<file path="config.mk">
export PLATFORM = sky130hd
export DESIGN_NAME = cal_tag_bank
export DESIGN_NICKNAME = d
export VERILOG_FILES = /design/src/core/cal_tag_pkg.sv /design/src/core/cal_tag_bank.sv /design/src/core/cal_tag_crc.sv
export VERILOG_INCLUDE_DIRS = /design/src /design/src/core
export SDC_FILE = /design/constraint.sdc
export NUM_CORES = 1
export LEC_CHECK = 0
export ABC_AREA = 1
export BUFFER_PORTS_ARGS = -buffer_cell sky130_fd_sc_hd__buf_2
export CORE_MARGIN = 10
export CORE_UTILIZATION = 40
export DETAILED_ROUTE_END_ITERATION = 8
export GPL_TIMING_DRIVEN = 0
export PLACE_DENSITY = 0.58
export SYNTH_ARGS = -nofsm -noshare
export SYNTH_HDL_FRONTEND = slang
export SYNTH_SLANG_ARGS = --single-unit
</file>
<file path="constraint.sdc">
create_clock -name sys_clk -period 8.2 [get_ports sys_clk]
set_input_delay 0 -clock sys_clk [delete_from_list [all_inputs] [get_ports sys_clk]]
set_output_delay 0 -clock sys_clk [all_outputs]
set_load 0.03 [all_outputs]
</file>
<file path="src/core/cal_tag_consts.svh">
// Offsets, field positions, reset values and fixed-point constants of the
// colour calibration tag bank. Included by the package users; no logic here.
`ifndef CAL_TAG_CONSTS_SVH
`define CAL_TAG_CONSTS_SVH

// ----------------------------------------------------------------------
// Register addresses
// ----------------------------------------------------------------------
`define CAL_ADDR_STATUS      7'h76
`define CAL_ADDR_A_CH1       7'h77
`define CAL_ADDR_A_CH2       7'h78
`define CAL_ADDR_A_TAG       7'h79
`define CAL_ADDR_B_CH1       7'h7a
`define CAL_ADDR_B_CH2       7'h7b
`define CAL_ADDR_B_TAG       7'h7c
`define CAL_ADDR_C_CH1       7'h7d
`define CAL_ADDR_C_CH2       7'h7e
`define CAL_ADDR_C_TAG       7'h7f

// ----------------------------------------------------------------------
// Field positions
// ----------------------------------------------------------------------
`define CAL_EN_BIT           7
`define CAL_TRIM_MSB         5
`define CAL_TRIM_LSB         0
`define CAL_ST_SEL_LSB       0
`define CAL_ST_MISMATCH_BIT  2
`define CAL_ST_OK_LSB        3

// ----------------------------------------------------------------------
// Reset values
// ----------------------------------------------------------------------
`define CAL_TRIM_RST         6'h00
`define CAL_TAG_RST          8'h00
`define CAL_EN_RST           1'b0

// ----------------------------------------------------------------------
// Checksum and gain arithmetic
// ----------------------------------------------------------------------
`define CAL_CRC_POLY         8'h07
`define CAL_CRC_INIT         8'h00
// Gain is unsigned Q2.16; 0.00488 * 65536 = 319.8, taken as 320
`define CAL_GAIN_UNITY       18'h10000
`define CAL_GAIN_STEP        18'h00140

`endif

</file>
<file path="src/core/cal_tag_pkg.sv">
// Types shared by the calibration tag bank, its checker and its bench.
// Assumes cal_tag_consts.svh for the numeric constants.
package cal_tag_pkg;

	// Active set, Gray coded along none -> A -> B -> C
	typedef enum logic [1:0] {
		SEL_NONE = 2'b00,
		SEL_A    = 2'b01,
		SEL_B    = 2'b11,
		SEL_C    = 2'b10
	} cal_sel_t;

	typedef struct packed {
		logic       wr;
		logic       rd;
		logic [6:0] addr;
		logic [7:0] wdata;
	} reg_req_t;

	typedef struct packed {
		logic       en;
		logic [5:0] ch1;
		logic [5:0] ch2;
		logic [7:0] tag;
	} cal_set_t;

	typedef struct packed {
		logic [17:0] ch1;
		logic [17:0] ch2;
	} gain_pair_t;

endpackage

</file>
<file path="src/core/cal_tag_bank.sv">
// Colour calibration tag bank: three two-channel trim sets with checksum
// tags, priority selection and per-channel current gain output.
// Assumes a single 20 MHz clock, a synchronous active-low reset and a
// register master that never issues read and write together.
`timescale 1ns/1ns
`include "cal_tag_consts.svh"

module cal_tag_bank (
	input  wire logic                    sys_clk,
	input  wire logic                    rst_n,
	input  wire cal_tag_pkg::reg_req_t   req,
	output logic                   [7:0] rdata,
	output cal_tag_pkg::gain_pair_t      gain,
	output cal_tag_pkg::cal_sel_t        active_set,
	output logic                         tag_mismatch
);
	import cal_tag_pkg::*;

	// ------------------------------------------------------------------
	// Storage
	// ------------------------------------------------------------------
	cal_set_t    set_a_r;
	cal_set_t    set_b_r;
	cal_set_t    set_c_r;
	logic  [7:0] rdata_r;
	gain_pair_t  gain_r;
	cal_sel_t    sel_r;
	logic        mismatch_r;

	logic        wr_a_ch1;
	logic        wr_a_ch2;
	logic        wr_a_tag;
	logic        wr_b_ch1;
	logic        wr_b_ch2;
	logic        wr_b_tag;
	logic        wr_c_ch1;
	logic        wr_c_ch2;
	logic        wr_c_tag;

	// ------------------------------------------------------------------
	// Write decode
	// ------------------------------------------------------------------
	assign wr_a_ch1 = req.wr && (req.addr == `CAL_ADDR_A_CH1);
	assign wr_a_ch2 = req.wr && (req.addr == `CAL_ADDR_A_CH2);
	assign wr_a_tag = req.wr && (req.addr == `CAL_ADDR_A_TAG);
	assign wr_b_ch1 = req.wr && (req.addr == `CAL_ADDR_B_CH1);
	assign wr_b_ch2 = req.wr && (req.addr == `CAL_ADDR_B_CH2);
	assign wr_b_tag = req.wr && (req.addr == `CAL_ADDR_B_TAG);
	assign wr_c_ch1 = req.wr && (req.addr == `CAL_ADDR_C_CH1);
	assign wr_c_ch2 = req.wr && (req.addr == `CAL_ADDR_C_CH2);
	assign wr_c_tag = req.wr && (req.addr == `CAL_ADDR_C_TAG);

	// ------------------------------------------------------------------
	// Set A registers
	// ------------------------------------------------------------------
	always_ff @(posedge sys_clk) begin
		if (!rst_n) begin
			set_a_r.en  <= `CAL_EN_RST;
			set_a_r.ch1 <= `CAL_TRIM_RST;
		end else if (wr_a_ch1) begin
			// Bit 6 is reserved and simply not stored
			set_a_r.en  <= req.wdata[`CAL_EN_BIT];
			set_a_r.ch1 <= req.wdata[`CAL_TRIM_MSB:`CAL_TRIM_LSB];
		end
	end

	always_ff @(posedge sys_clk) begin
		if (!rst_n) begin
			set_a_r.ch2 <= `CAL_TRIM_RST;
		end else if (wr_a_ch2) begin
			set_a_r.ch2 <= req.wdata[`CAL_TRIM_MSB:`CAL_TRIM_LSB];
		end
	end

	always_ff @(posedge sys_clk) begin
		if (!rst_n) begin
			set_a_r.tag <= `CAL_TAG_RST;
		end else if (wr_a_tag) begin
			set_a_r.tag <= req.wdata;
		end
	end

	// ------------------------------------------------------------------
	// Set B registers
	// ------------------------------------------------------------------
	always_ff @(posedge sys_clk) begin
		if (!rst_n) begin
			set_b_r.en  <= `CAL_EN_RST;
			set_b_r.ch1 <= `CAL_TRIM_RST;
		end else if (wr_b_ch1) begin
			set_b_r.en  <= req.wdata[`CAL_EN_BIT];
			set_b_r.ch1 <= req.wdata[`CAL_TRIM_MSB:`CAL_TRIM_LSB];
		end
	end

	always_ff @(posedge sys_clk) begin
		if (!rst_n) begin
			set_b_r.ch2 <= `CAL_TRIM_RST;
		end else if (wr_b_ch2) begin
			set_b_r.ch2 <= req.wdata[`CAL_TRIM_MSB:`CAL_TRIM_LSB];
		end
	end

	always_ff @(posedge sys_clk) begin
		if (!rst_n) begin
			set_b_r.tag <= `CAL_TAG_RST;
		end else if (wr_b_tag) begin
			set_b_r.tag <= req.wdata;
		end
	end

	// ------------------------------------------------------------------
	// Set C registers
	// ------------------------------------------------------------------
	always_ff @(posedge sys_clk) begin
		if (!rst_n) begin
			set_c_r.en  <= `CAL_EN_RST;
			set_c_r.ch1 <= `CAL_TRIM_RST;
		end else if (wr_c_ch1) begin
			set_c_r.en  <= req.wdata[`CAL_EN_BIT];
			set_c_r.ch1 <= req.wdata[`CAL_TRIM_MSB:`CAL_TRIM_LSB];
		end
	end

	always_ff @(posedge sys_clk) begin
		if (!rst_n) begin
			set_c_r.ch2 <= `CAL_TRIM_RST;
		end else if (wr_c_ch2) begin
			set_c_r.ch2 <= req.wdata[`CAL_TRIM_MSB:`CAL_TRIM_LSB];
		end
	end

	always_ff @(posedge sys_clk) begin
		if (!rst_n) begin
			set_c_r.tag <= `CAL_TAG_RST;
		end else if (wr_c_tag) begin
			set_c_r.tag <= req.wdata;
		end
	end

	// ------------------------------------------------------------------
	// Register images as software sees them
	// ------------------------------------------------------------------
	// The checksum is taken over these images, so reserved bits count as zero
	logic [7:0] img_a_ch1;
	logic [7:0] img_a_ch2;
	logic [7:0] img_b_ch1;
	logic [7:0] img_b_ch2;
	logic [7:0] img_c_ch1;
	logic [7:0] img_c_ch2;

	assign img_a_ch1 = {set_a_r.en, 1'b0, set_a_r.ch1};
	assign img_a_ch2 = {2'b00, set_a_r.ch2};
	assign img_b_ch1 = {set_b_r.en, 1'b0, set_b_r.ch1};
	assign img_b_ch2 = {2'b00, set_b_r.ch2};
	assign img_c_ch1 = {set_c_r.en, 1'b0, set_c_r.ch1};
	assign img_c_ch2 = {2'b00, set_c_r.ch2};

	// ------------------------------------------------------------------
	// Checksum per set
	// ------------------------------------------------------------------
	logic [7:0] crc_a;
	logic [7:0] crc_b;
	logic [7:0] crc_c;
	logic       ok_a;
	logic       ok_b;
	logic       ok_c;

	cal_tag_crc u_crc_a (
		.byte0 (img_a_ch1),
		.byte1 (img_a_ch2),
		.crc   (crc_a)
	);

	cal_tag_crc u_crc_b (
		.byte0 (img_b_ch1),
		.byte1 (img_b_ch2),
		.crc   (crc_b)
	);

	cal_tag_crc u_crc_c (
		.byte0 (img_c_ch1),
		.byte1 (img_c_ch2),
		.crc   (crc_c)
	);

	// A tag only counts while its set is enabled
	assign ok_a = set_a_r.en && (crc_a == set_a_r.tag);
	assign ok_b = set_b_r.en && (crc_b == set_b_r.tag);
	assign ok_c = set_c_r.en && (crc_c == set_c_r.tag);

	// ------------------------------------------------------------------
	// Priority selection
	// ------------------------------------------------------------------
	cal_sel_t   sel_nxt;
	logic       mismatch_nxt;
	logic [5:0] trim1_nxt;
	logic [5:0] trim2_nxt;

	always_comb begin
		if (set_c_r.en) begin
			sel_nxt = SEL_C;
		end else if (set_b_r.en) begin
			sel_nxt = SEL_B;
		end else if (set_a_r.en) begin
			sel_nxt = SEL_A;
		end else begin
			sel_nxt = SEL_NONE;
		end
	end

	// A refused set does not fall back to a lower one: a bad tag means the
	// part was programmed wrongly, and unity gain is the safer outcome
	always_comb begin
		case (sel_nxt)
			SEL_A: begin
				mismatch_nxt = !ok_a;
				trim1_nxt    = set_a_r.ch1;
				trim2_nxt    = set_a_r.ch2;
			end
			SEL_B: begin
				mismatch_nxt = !ok_b;
				trim1_nxt    = set_b_r.ch1;
				trim2_nxt    = set_b_r.ch2;
			end
			SEL_C: begin
				mismatch_nxt = !ok_c;
				trim1_nxt    = set_c_r.ch1;
				trim2_nxt    = set_c_r.ch2;
			end
			default: begin
				mismatch_nxt = 1'b0;
				trim1_nxt    = `CAL_TRIM_RST;
				trim2_nxt    = `CAL_TRIM_RST;
			end
		endcase
	end

	// ------------------------------------------------------------------
	// Gain arithmetic
	// ------------------------------------------------------------------
	logic signed [17:0] step_s;
	logic signed [17:0] trim1_s;
	logic signed [17:0] trim2_s;
	logic signed [17:0] prod1;
	logic signed [17:0] prod2;
	gain_pair_t         gain_nxt;

	assign step_s  = $signed(`CAL_GAIN_STEP);
	assign trim1_s = $signed({{12{trim1_nxt[5]}}, trim1_nxt});
	assign trim2_s = $signed({{12{trim2_nxt[5]}}, trim2_nxt});
	// Largest product is 32 * 320, well inside 18 bits
	assign prod1   = 18'(trim1_s * step_s);
	assign prod2   = 18'(trim2_s * step_s);

	always_comb begin
		if (sel_nxt == SEL_NONE || mismatch_nxt) begin
			gain_nxt.ch1 = `CAL_GAIN_UNITY;
			gain_nxt.ch2 = `CAL_GAIN_UNITY;
		end else begin
			gain_nxt.ch1 = 18'($signed(`CAL_GAIN_UNITY) + prod1);
			gain_nxt.ch2 = 18'($signed(`CAL_GAIN_UNITY) + prod2);
		end
	end

	// ------------------------------------------------------------------
	// Result registers
	// ------------------------------------------------------------------
	always_ff @(posedge sys_clk) begin
		if (!rst_n) begin
			gain_r.ch1 <= `CAL_GAIN_UNITY;
			gain_r.ch2 <= `CAL_GAIN_UNITY;
		end else begin
			gain_r <= gain_nxt;
		end
	end

	always_ff @(posedge sys_clk) begin
		if (!rst_n) begin
			sel_r      <= SEL_NONE;
			mismatch_r <= 1'b0;
		end else begin
			sel_r      <= sel_nxt;
			mismatch_r <= mismatch_nxt;
		end
	end

	// ------------------------------------------------------------------
	// Read path
	// ------------------------------------------------------------------
	logic [7:0] status_img;
	logic [7:0] rdata_nxt;

	always_comb begin
		status_img = 8'h00;
		status_img[`CAL_ST_SEL_LSB +: 2]   = sel_r;
		status_img[`CAL_ST_MISMATCH_BIT]   = mismatch_r;
		status_img[`CAL_ST_OK_LSB +: 3]    = {ok_c, ok_b, ok_a};
	end

	always_comb begin
		case (req.addr)
			`CAL_ADDR_STATUS: rdata_nxt = status_img;
			`CAL_ADDR_A_CH1:  rdata_nxt = img_a_ch1;
			`CAL_ADDR_A_CH2:  rdata_nxt = img_a_ch2;
			`CAL_ADDR_A_TAG:  rdata_nxt = set_a_r.tag;
			`CAL_ADDR_B_CH1:  rdata_nxt = img_b_ch1;
			`CAL_ADDR_B_CH2:  rdata_nxt = img_b_ch2;
			`CAL_ADDR_B_TAG:  rdata_nxt = set_b_r.tag;
			`CAL_ADDR_C_CH1:  rdata_nxt = img_c_ch1;
			`CAL_ADDR_C_CH2:  rdata_nxt = img_c_ch2;
			`CAL_ADDR_C_TAG:  rdata_nxt = set_c_r.tag;
			// Addresses outside this bank answer zero
			default:          rdata_nxt = 8'h00;
		endcase
	end

	// Read data is valid only in the cycle after the strobe, zero otherwise
	always_ff @(posedge sys_clk) begin
		if (!rst_n) begin
			rdata_r <= 8'h00;
		end else if (req.rd) begin
			rdata_r <= rdata_nxt;
		end else begin
			rdata_r <= 8'h00;
		end
	end

	// ------------------------------------------------------------------
	// Outputs
	// ------------------------------------------------------------------
	assign rdata        = rdata_r;
	assign gain         = gain_r;
	assign active_set   = sel_r;
	assign tag_mismatch = mismatch_r;

endmodule

</file>
<file path="src/core/cal_tag_crc.sv">
// Checksum over the two calibration bytes of one set, MSB first.
// Purely combinational; polynomial and seed are parameters.
`timescale 1ns/1ns
`include "cal_tag_consts.svh"

module cal_tag_crc #(
	parameter logic [7:0] POLY = `CAL_CRC_POLY,
	parameter logic [7:0] INIT = `CAL_CRC_INIT
) (
	input  wire logic [7:0] byte0,
	input  wire logic [7:0] byte1,
	output logic      [7:0] crc
);
	logic [15:0] msg;
	assign msg = {byte0, byte1};

	always_comb begin
		logic [7:0] c;
		c = INIT;
		for (int i = 15; i >= 0; i--) begin
			if (c[7] ^ msg[i]) begin
				c = {c[6:0], 1'b0} ^ POLY;
			end else begin
				c = {c[6:0], 1'b0};
			end
		end
		crc = c;
	end
endmodule

</file>
==> results of run 1 <==
## final timing paths
check / end / start / slack, ns
max: gain[34] / img_c_ch1[7] / 4.49
min: img_b_ch2[2] / req[2] / 0.07
max reg2reg: gain[34] / img_c_ch1[7] / 4.49
min reg2reg: set_b_r[6] / set_b_r[6] / 0.51
## through the flow
step                cell area [µm²]  hold WS [ns]  power (µW)   util  std cells
finish                         7030        0.0701         966  0.464       1212
floorplan                      6230         0.164         523      -        954
CTS                            7030        0.0492         972  0.464       1211
global placement               6720         0.360         546  0.444       1193
detailed placement             6720         0.356         547  0.444       1193
global route                   7030        0.0720        1000  0.464       1211
## critical path, delay by kind of cell (launching register included)
family	cells	cell delay (ns)
adder cells (fa/ha/maj)	3	0.93
AO/OA/AOI/OAI	3	0.71
XOR/XNOR	1	0.21
flip-flops	1	0.39
buffers and inverters	5	0.85
AND/OR/NAND/NOR	5	0.56
## power breakdown
part	switching, µW	internal [µW]	total (µW)
sequential	1.33	467	469
combinational	49.3	20.3	69.6
clock	191	237	428
total	242	725	966
## flip-flops by register name, summed over array words and instances (netlist names)
signal	cells
img_c_ch2	6
gain	22
tag_mismatch	1
set_c_r	8
active_set	2
img_a_ch1	7
set_a_r	8
set_b_r	8
img_b_ch1	7
img_a_ch2	6
img_b_ch2	6
img_c_ch1	7
rdata	8
## layout by cell type, fill, tap and decap left out, types with 2 or more instances in the layout
master and instances:
nand2_1 268, inv_1 115, dfxtp_1 96, a21oi_1 75
nand3_1 69, o21ai_0 63, buf_2 56, nor2_1 30
xor2_1 24, nor2_2 23, ha_1 21, o22ai_1 19
buf_4 16, clkbuf_1 16, conb_1 14, o221ai_1 13
inv_2 13, nand2_2 12, xnor2_1 12, clkbuf_16 9
nor3_1 7, nand4_1 5, nor4_1 5, or2_2 5
and2_1 3, a221oi_1 3, buf_6 3, a22oi_1 3
nand3b_1 3, a21o_1 2, buf_1 2, fa_1 2
clkinv_2 2, dlygate4sd3_1 2
## cell type report
class,count,area [µm²],area share
antenna,1,2.50,0.000356
multi-input combinational,689,3580,0.510
clock buffer,11,233,0.0331
tap,188,235,0.0335
inverter,128,480,0.0683
buffer,41,244,0.0347
timing repair buffer,53,275,0.0392
sequential,96,1920,0.273
clock inverter,5,56.3,0.00801
## per-layer routing
metal,track usage,vias up,part of all wire
li1,-,3195,-
met1,0.267,2857,0.46
met2,0.309,230,0.44
met3,0.0397,33,0.073
met4,0.0750,0,0.020
met5,0,-,0
## logic make-up (layout without fill, tap and decap cells)
| family | after synthesis | count (layout) | share of synthesized area |
|---|---|---|---|
| AOI/OAI and AO/OA | 183 | 183 | 0.166 |
| xor gates and xnor gates | 36 | 36 | 0.0510 |
| adders and majority gates | 23 | 23 | 0.0490 |
| buffers and inverters | 169 | 238 | 0.117 |
| DFF | 96 | 96 | 0.311 |
| other | 1 | 15 | 0.000607 |
| and+or+nand+nor | 433 | 433 | 0.305 |
## synth_stat cells, types with 3 or more instances
library cell,count,area [µm²]
a21oi_1,75,375
a221oi_1,3,26.3
a22oi_1,3,22.5
and2_1,3,18.8
buf_2,5,25.0
buf_4,16,120
buf_6,3,33.8
clkbuf_1,14,52.6
dfxtp_1,96,1920
ha_1,21,263
inv_1,115,432
inv_2,13,48.8
nand2_1,268,1010
nand2_2,12,75.1
nand3_1,69,345
nand3b_1,3,22.5
nand4_1,5,31.3
nor2_1,30,113
nor2_2,23,144
nor3_1,7,35.0
nor4_1,5,31.3
o21ai_0,63,315
o221ai_1,13,114
o22ai_1,19,119
or2_2,5,31.3
xnor2_1,12,105
xor2_1,24,210
## timing repair
item / in CTS / in global routing
hold endpoints to repair: 2 / 0
setup endpoints to repair: 0 / 0
hold buffers: 2 / 0
==> impl_metrics.py, run 1 <==
metrics = {
    "routing": {
        "drtIter0Drc": 513,
        "ant_nets": 0,
        "num_vias": 6315,
        "routedWlPerCell_um": 17.2,
        "viasPerCell": 5.21,
        "drt_first_pass_iters": 5,
        "drc": 0,
        "wl_um": 20800,
    },
    "setup_path": {
        "path_cells": "buf_4, nor2_1, nand2_1, clkbuf_1, inv_1, a221oi_1, or2_2, inv_1, ha_1, ha_1, fa_1, a21o_1, a21oi_1, or2_2, xor2_1, inv_1, nand3_1",
        "slowest_delay_ns": 0.41,
        "crit_fanout": 10,
        "crit_path_top_delay_cell": "fa_1",
        "cp-end-kind": "register",
        "worstSetupStartpointType": "register",
        "ff2ff_path_depth": 17,
        "cp_data_required_time_ns": 8.50,
        "crit_top_cell": "inv_1",
        "arrival_ns": 4.01,
        "path_class": "reg -> reg",
    },
    "timing": {
        "finalHoldViolations": 0,
        "rsz0062_at_grt": "no",
        "timing.final.ws_setup_ns": 4.49,
        "finalSetupTns_ns": 0,
        "clock.fmax_mhz": 270,
        "maxSlewViolCount": 0,
        "setup_viol": 0,
        "fin_crit_sh": 0.452,
        "clock_skew_ns": 0.00933,
        "min_period_ns": 3.71,
        "slew_headroom": 0.0554,
        "worstMarginPinSlew_ns": 1.41,
    },
    "min_path": {
        "holdCritPathClass": "in -> reg",
        "min_path_cells": 3,
    },
    "final_layout": {
        "final_net_count": 1060,
        "layout-drive-gt1-share": 0.143,
        "syn2layout_area_growth_pct": 13.8,
        "fillerInstances": 1585,
    },
    "synthesis": {
        "async_flop_share": 0,
        "syn_avg_cell_area_um2": 6.57,
        "syn_area_mm2": 0.00618,
        "seq_area_frac_synth": 0.311,
        "synth_flop_cell": "dfxtp_1",
        "synth_edf_count": 0,
        "ys_warn_count": 0,
        "synth_cell_types": 40,
        "synth-seq-cells": 96,
        "synth_cells": 941,
    },
    "clock_network": {
        "clock_latency_ns": 0.36,
        "cts-root-buf": "clkbuf_16",
        "numCtsBuffers": 9,
        "postCtsSetupBuffers": 0,
        "cts_tree": "yes",
        "cts_repair_resize_count": 0,
        "clk_pin_slew_ns": 0.07,
        "h-tree-depth": 3,
        "cts.sinks": 96,
        "clock_path_buffers": 2,
    },
    "grt": {
        "antenna_found_initial": 0,
        "grt_start_max_net_pins": 16,
        "grt_pass1_wl_um": 31500,
        "grt_overflow_total": 0,
        "grt_pass1_vias": 5629,
        "grt.total_usage": 0.200,
    },
    "power_and_ir_drop": {
        "vdd_drop_max_v": 0.0000895,
        "p_leak_uw": 0.00332,
        "power.density_mw_per_mm2": 137,
    },
    "floorplanning": {
        "fp.dieH_um": 144,
        "dieArea_mm2": 0.0208,
        "start_util": 0.408,
        "num_rows": 45,
        "die_w_um": 144,
        "coreArea_mm2": 0.0151,
        "ios": 66,
    },
    "placed_design": {
        "gp_congestion": 0.956,
        "hpwl_um": 16600,
        "port_buffers": 51,
        "pre_cts_ws_ns": 4.53,
    },
    "job": {
        "drv_cap": 0,
    },
    "outcome": {
        "outcome": "completed",
    },
}
Power figures use the tool's default switching activity.
==> inputs of run 2 (changes only) <==
==> constraint.sdc (replaced) <==
create_clock -name sys_clk -period 3.8 [get_ports sys_clk]
set_input_delay 0 -clock sys_clk [delete_from_list [all_inputs] [get_ports sys_clk]]
set_output_delay 0 -clock sys_clk [all_outputs]
set_load 0.03 [all_outputs]
==> impl_metrics.py, run 2 (synthesized netlist as in run 1, its figures left out) <==
metrics = {
    "final_layout": {
        "n_antenna_cell": 0,
        "fillerInstances": 1584,
        "final_common_cell": "nand2_1",
        "final_cell_mix": "nand2_1, inv_1, dfxtp_1",
        "largest_reg_flops": 22,
        "syn2layout_area_growth_pct": 13.8,
        "final_net_count": 1060,
        "finalNonFillerCells": 1211,
        "layout-drive-gt1-share": 0.145,
    },
    "setup_path": {
        "cp_data_required_time_ns": 4.04,
        "arrival_ns": 3.79,
        "worstSetupStartpointType": "register",
        "cp-end-kind": "register",
        "slowest_delay_ns": 0.59,
        "crit_top_cell": "inv_1",
        "path_class": "reg -> reg",
        "crit_fanout": 10,
        "path_cells": "buf_2, inv_1, nor2_2, inv_1, o221ai_1, ha_1, ha_1, a21o_1, a21oi_1, or2_2, xor2_1, inv_1, nand3_1",
        "crit_path_top_delay_cell": "o221ai_1",
    },
    "timing": {
        "clock.fmax_mhz": 281,
        "maxSlewViolCount": 0,
        "min_period_ns": 3.55,
        "finalSetupTns_ns": 0,
        "worstMarginPinSlew_ns": 1.44,
        "finalHoldViolations": 0,
        "setup_viol": 0,
        "slew_headroom": 0.0343,
        "fin_crit_sh": 0.935,
        "rsz0062_at_grt": "no",
        "clock_skew_ns": 0.00852,
    },
    "routing": {
        "drc": 0,
        "viasPerCell": 5.23,
        "routedWlPerCell_um": 17.2,
        "wl_met3_um": 1390,
        "num_vias": 6336,
        "drtIter0Drc": 440,
        "wl_met1_um": 9830,
        "drt_first_pass_iters": 7,
        "ant_nets": 0,
        "top_layer": "met4",
        "wl_um": 20800,
        "routed-wl-met2_um": 9130,
    },
    "clock_network": {
        "clk_pin_slew_ns": 0.07,
        "postCtsSetupBuffers": 0,
        "clock_path_buffers": 2,
        "numCtsBuffers": 9,
        "cts-root-buf": "clkbuf_16",
        "cts_tree": "yes",
        "h-tree-depth": 3,
        "clock_latency_ns": 0.36,
        "cts.sinks": 96,
    },
    "power_and_ir_drop": {
        "power.density_mw_per_mm2": 296,
        "vdd_drop_max_v": 0.000193,
        "p_leak_uw": 0.00333,
    },
    "grt": {
        "grt_pass1_wl_um": 31500,
        "grt_start_max_net_pins": 16,
        "grt.total_usage": 0.200,
        "grt_pass1_vias": 5629,
        "grt_overflow_total": 0,
        "antenna_found_initial": 0,
    },
    "job": {
        "drv_cap": 0,
    },
    "floorplanning": {
        "die_w_um": 144,
        "ios": 66,
        "start_util": 0.408,
        "coreArea_mm2": 0.0151,
        "fp.dieH_um": 144,
        "num_rows": 45,
        "dieArea_mm2": 0.0208,
    },
    "placed_design": {
        "dp_cells": 1193,
        "gp_congestion": 0.956,
        "hpwl_um": 16600,
        "port_buffers": 51,
    },
    "min_path": {
        "holdCritPathClass": "in -> reg",
    },
    "outcome": {
        "outcome": "completed",
    },
}
## run 2: changes by cell type in the layout (fill, tap and decap cells not counted)
cell,before,now
clkbuf_1,16,15
a221oi_2,0,1
clkbuf_2,1,2
diode_2,1,0
a221oi_1,3,2
## run 2: layout make-up
| type | instances | area, µm² | share of cell area |
|---|---|---|---|
| Inverter | 128 | 480 | 0.0683 |
| Tap cell | 188 | 235 | 0.0334 |
| Clock buffer | 11 | 233 | 0.0331 |
| Buffer | 41 | 245 | 0.0349 |
| Sequential cell | 96 | 1920 | 0.273 |
| Timing Repair Buffer | 53 | 275 | 0.0391 |
| Multi-Input combinational cell | 689 | 3590 | 0.510 |
| Clock inverter | 5 | 56.3 | 0.00800 |
## run 2: final timing paths
path / start / slack (ns) / to / cells past startpoint
min reg2reg: set_b_r[6] / 0.51 / set_b_r[6] / 2
max: img_b_ch1[7] / 0.25 / gain[34] / 13
min: req[2] / 0.07 / img_b_ch2[2] / 3
max reg2reg: img_b_ch1[7] / 0.25 / gain[34] / 13
## run 2: metal layers
layer | GRT usage | vias to the layer above
li1 | - | 3193
met5 | 0 | -
met2 | 0.309 | 252
met1 | 0.267 | 2854
met4 | 0.0750 | 0
met3 | 0.0397 | 37
## run 2: critical path, delay by kind of cell (launching register included)
| kind | cells | cell delay (ns) |
|---|---|---|
| xor gates and xnor gates | 1 | 0.19 |
| DFF | 1 | 0.31 |
| adders and majority gates | 2 | 0.70 |
| buffers and inverters | 4 | 0.65 |
| and+or+nand+nor | 3 | 0.78 |
| AOI/OAI and AO/OA | 3 | 0.79 |
## run 2: per-stage QoR
stage	util	area (µm²)	setup WS [ns]	hold slack, ns	power [µW]
after CTS	0.464	7030	0.109	0.0492	2100
after global routing	0.465	7040	0.0308	0.0720	2160
after detailed placement	0.444	6720	0.129	0.356	1180
final	0.465	7040	0.245	0.0680	2090
after global placement	0.444	6720	0.147	0.360	1180
after floorplan	-	6230	0.626	0.164	1130
## run 2: timing repair
item	CTS	global route
resized for setup	0	3
hold endpoints to repair	2	0
endpoints found under the setup margin	0	2
hold buffers	2	0
## run 2: power breakdown
part	total [µW]	switching, µW	internal (µW)
sequential	1010	2.90	1010
clock	924	413	511
combinational	150	106	43.9
total	2090	522	1560
==> inputs of run 3 (changes only) <==
--- a/config.mk
+++ b/config.mk
@@ -8,11 +8,14 @@
 export LEC_CHECK = 0
 export ABC_AREA = 1
 export BUFFER_PORTS_ARGS = -buffer_cell sky130_fd_sc_hd__buf_2
+export CELL_PAD_IN_SITES_DETAIL_PLACEMENT = 1
+export CELL_PAD_IN_SITES_GLOBAL_PLACEMENT = 1
 export CORE_MARGIN = 10
-export CORE_UTILIZATION = 40
+export CORE_UTILIZATION = 39
+export CTS_BUF_LIST = sky130_fd_sc_hd__clkbuf_2 sky130_fd_sc_hd__clkbuf_4 sky130_fd_sc_hd__clkbuf_8
 export DETAILED_ROUTE_END_ITERATION = 8
 export GPL_TIMING_DRIVEN = 0
-export PLACE_DENSITY = 0.58
+export PLACE_DENSITY = 0.78
 export SYNTH_ARGS = -nofsm -noshare
 export SYNTH_HDL_FRONTEND = slang
 export SYNTH_SLANG_ARGS = --single-unit
==> constraint.sdc (replaced) <==
create_clock -name sys_clk -period 3.1 [get_ports sys_clk]
set_input_delay 0 -clock sys_clk [delete_from_list [all_inputs] [get_ports sys_clk]]
set_output_delay 0 -clock sys_clk [all_outputs]
set_load 0.03 [all_outputs]
==> impl_metrics.py, run 3 (synthesized netlist as in run 1, its figures left out) <==
metrics = {
    "grt": {
        "grt_pass1_wl_um": 36300,
        "grt.total_usage": 0.211,
        "grt_start_max_net_pins": 15,
        "grt_overflow_total": 0,
        "antenna_found_initial": 0,
        "grt_pass1_vias": 6658,
    },
    "setup_path": {
        "crit_path_top_delay_cell": "dfxtp_1",
        "slowest_delay_ns": 0.35,
        "critPathBufInv": 5,
        "cp-end-kind": "register",
        "cp_data_required_time_ns": 3.36,
        "path_class": "reg -> reg",
        "crit_fanout": 5,
        "crit_family": "simple AND/OR/NAND/NOR gates",
        "worstSetupStartpointType": "register",
        "crit_top_cell": "inv_1",
        "path_cells": "buf_6, clkinvlp_4, nor2_4, buf_4, a221oi_4, or2_2, inv_1, ha_1, ha_2, fa_2, a21o_1, a21oi_2, or2_4, xor2_2, inv_1, nand3_1",
        "arrival_ns": 3.27,
    },
    "min_path": {
        "holdCritPathClass": "in -> reg",
    },
    "outcome": {
        "outcome": "finished, violations left",
        "violations": "capacitance limit",
    },
    "final_layout": {
        "final_cell_mix": "nand2_1, inv_1, dfxtp_1",
        "layout-drive-gt1-share": 0.184,
        "largest_reg_flops": 22,
        "syn2layout_area_growth_pct": 18.7,
        "n_antenna_cell": 0,
        "final_common_cell": "nand2_1",
        "final_net_count": 1079,
        "final_core_util": 0.477,
    },
    "timing": {
        "timing.final.ws_setup_ns": 0.0920,
        "finalHoldViolations": 0,
        "setup_viol": 0,
        "maxSlewViolCount": 0,
        "worstMarginPinSlew_ns": 1.48,
        "slew_headroom": 0.00693,
        "min_period_ns": 3.01,
        "fin_crit_sh": 0.970,
        "clock_skew_ns": 0.0184,
        "clock.fmax_mhz": 332,
        "hold_ws_ns": 0.0472,
    },
    "routing": {
        "routed-wl-met2_um": 10900,
        "viasPerCell": 5.36,
        "wl_met3_um": 1670,
        "wl_um": 23200,
        "drc": 0,
        "wl_met1_um": 9970,
        "ant_nets": 0,
        "top_layer": "met4",
        "num_vias": 6708,
        "drt_first_pass_iters": 7,
        "drtIter0Drc": 445,
        "routedWlPerCell_um": 18.6,
    },
    "placed_design": {
        "gp_congestion": 0.975,
        "pre_cts_ws_ns": -0.453,
        "hpwl_um": 18100,
        "port_buffers": 51,
    },
    "floorplanning": {
        "die_w_um": 146,
        "start_util": 0.402,
        "dieArea_mm2": 0.0213,
        "ios": 66,
        "num_rows": 45,
        "coreArea_mm2": 0.0154,
        "fp.dieH_um": 146,
    },
    "clock_network": {
        "cts.sinks": 96,
        "clock_latency_ns": 0.40,
        "cts-root-buf": "clkbuf_8",
        "numCtsBuffers": 9,
        "clock_path_buffers": 2,
        "cts_tree": "yes",
        "clk_pin_slew_ns": 0.09,
        "h-tree-depth": 3,
    },
    "power_and_ir_drop": {
        "p_leak_uw": 0.00340,
        "power.density_mw_per_mm2": 318,
        "vdd_drop_max_v": 0.000249,
        "fin_total_pwr_uw": 2330,
    },
    "job": {
        "drv_cap": 1,
    },
}
run 3: cell count changes in the layout (fill, tap and decap cells not counted), moves of 3 or more:
cell,before,now
ha_1,21,18
clkbuf_1,15,12
clkbuf_8,0,12
buf_4,16,32
clkbuf_16,9,0
o221ai_1,13,7
o21ai_0,63,60
inv_1,115,111
o221ai_2,0,4
run 3: final timing paths:
kind	startpoint	endpoint	slack, ns	depth (start not counted)
worst max-delay path	img_b_ch1[7]	gain[34]	0.09	16
worst min-delay path	req[2]	img_c_ch1[2]	0.05	3
worst max register to register	img_b_ch1[7]	gain[34]	0.09	16
worst min register to register	set_b_r[6]	set_b_r[6]	0.51	2
run 3: repair_timing:
item                       CTS  global route
hold endpoints to repair     4             0
pin swaps                    2            11
setup endpoints to repair    9             7
gates resized for setup     22            27
hold buffers                 2             0
gates cloned                 0             0
setup buffers                6            13
run 3: through the flow:
stage	std cells	setup TNS (ns)	area (µm²)
floorplan	954	0	6230
global placement	1216	-1.71	6750
detailed placement	1216	-2.64	6750
CTS	1239	0	7110
global route	1252	-0.0515	7340
finish	1252	0	7340
run 3: tightest hold or removal path: cells and delay by family:
family	cells	cell delay, ns
AOI/OAI and AO/OA	1	0.06
buffers and inverters	1	0.21
and+or+nand+nor	1	0.12
run 3: per-layer routing:
layer	GRT usage	up-vias
li1	-	3219
met1	0.267	3194
met2	0.351	245
met3	0.0432	50
met4	0.0652	0
met5	0	-
run 3: power by group:
part           switching (µW)  internal (µW)  total (µW)
clock                     457            444         901
sequential               3.65           1230        1240
combinational             135           55.4         190
run 3: layout make-up:
cell class	instances	area, µm²
buffer	41	270
multi-input combinational	689	3740
timing repair buffer	72	434
clock buffer	13	173
clock inverter	2	37.5
tap	211	264
sequential	96	1930
fill	2060	8030
inverter	128	489
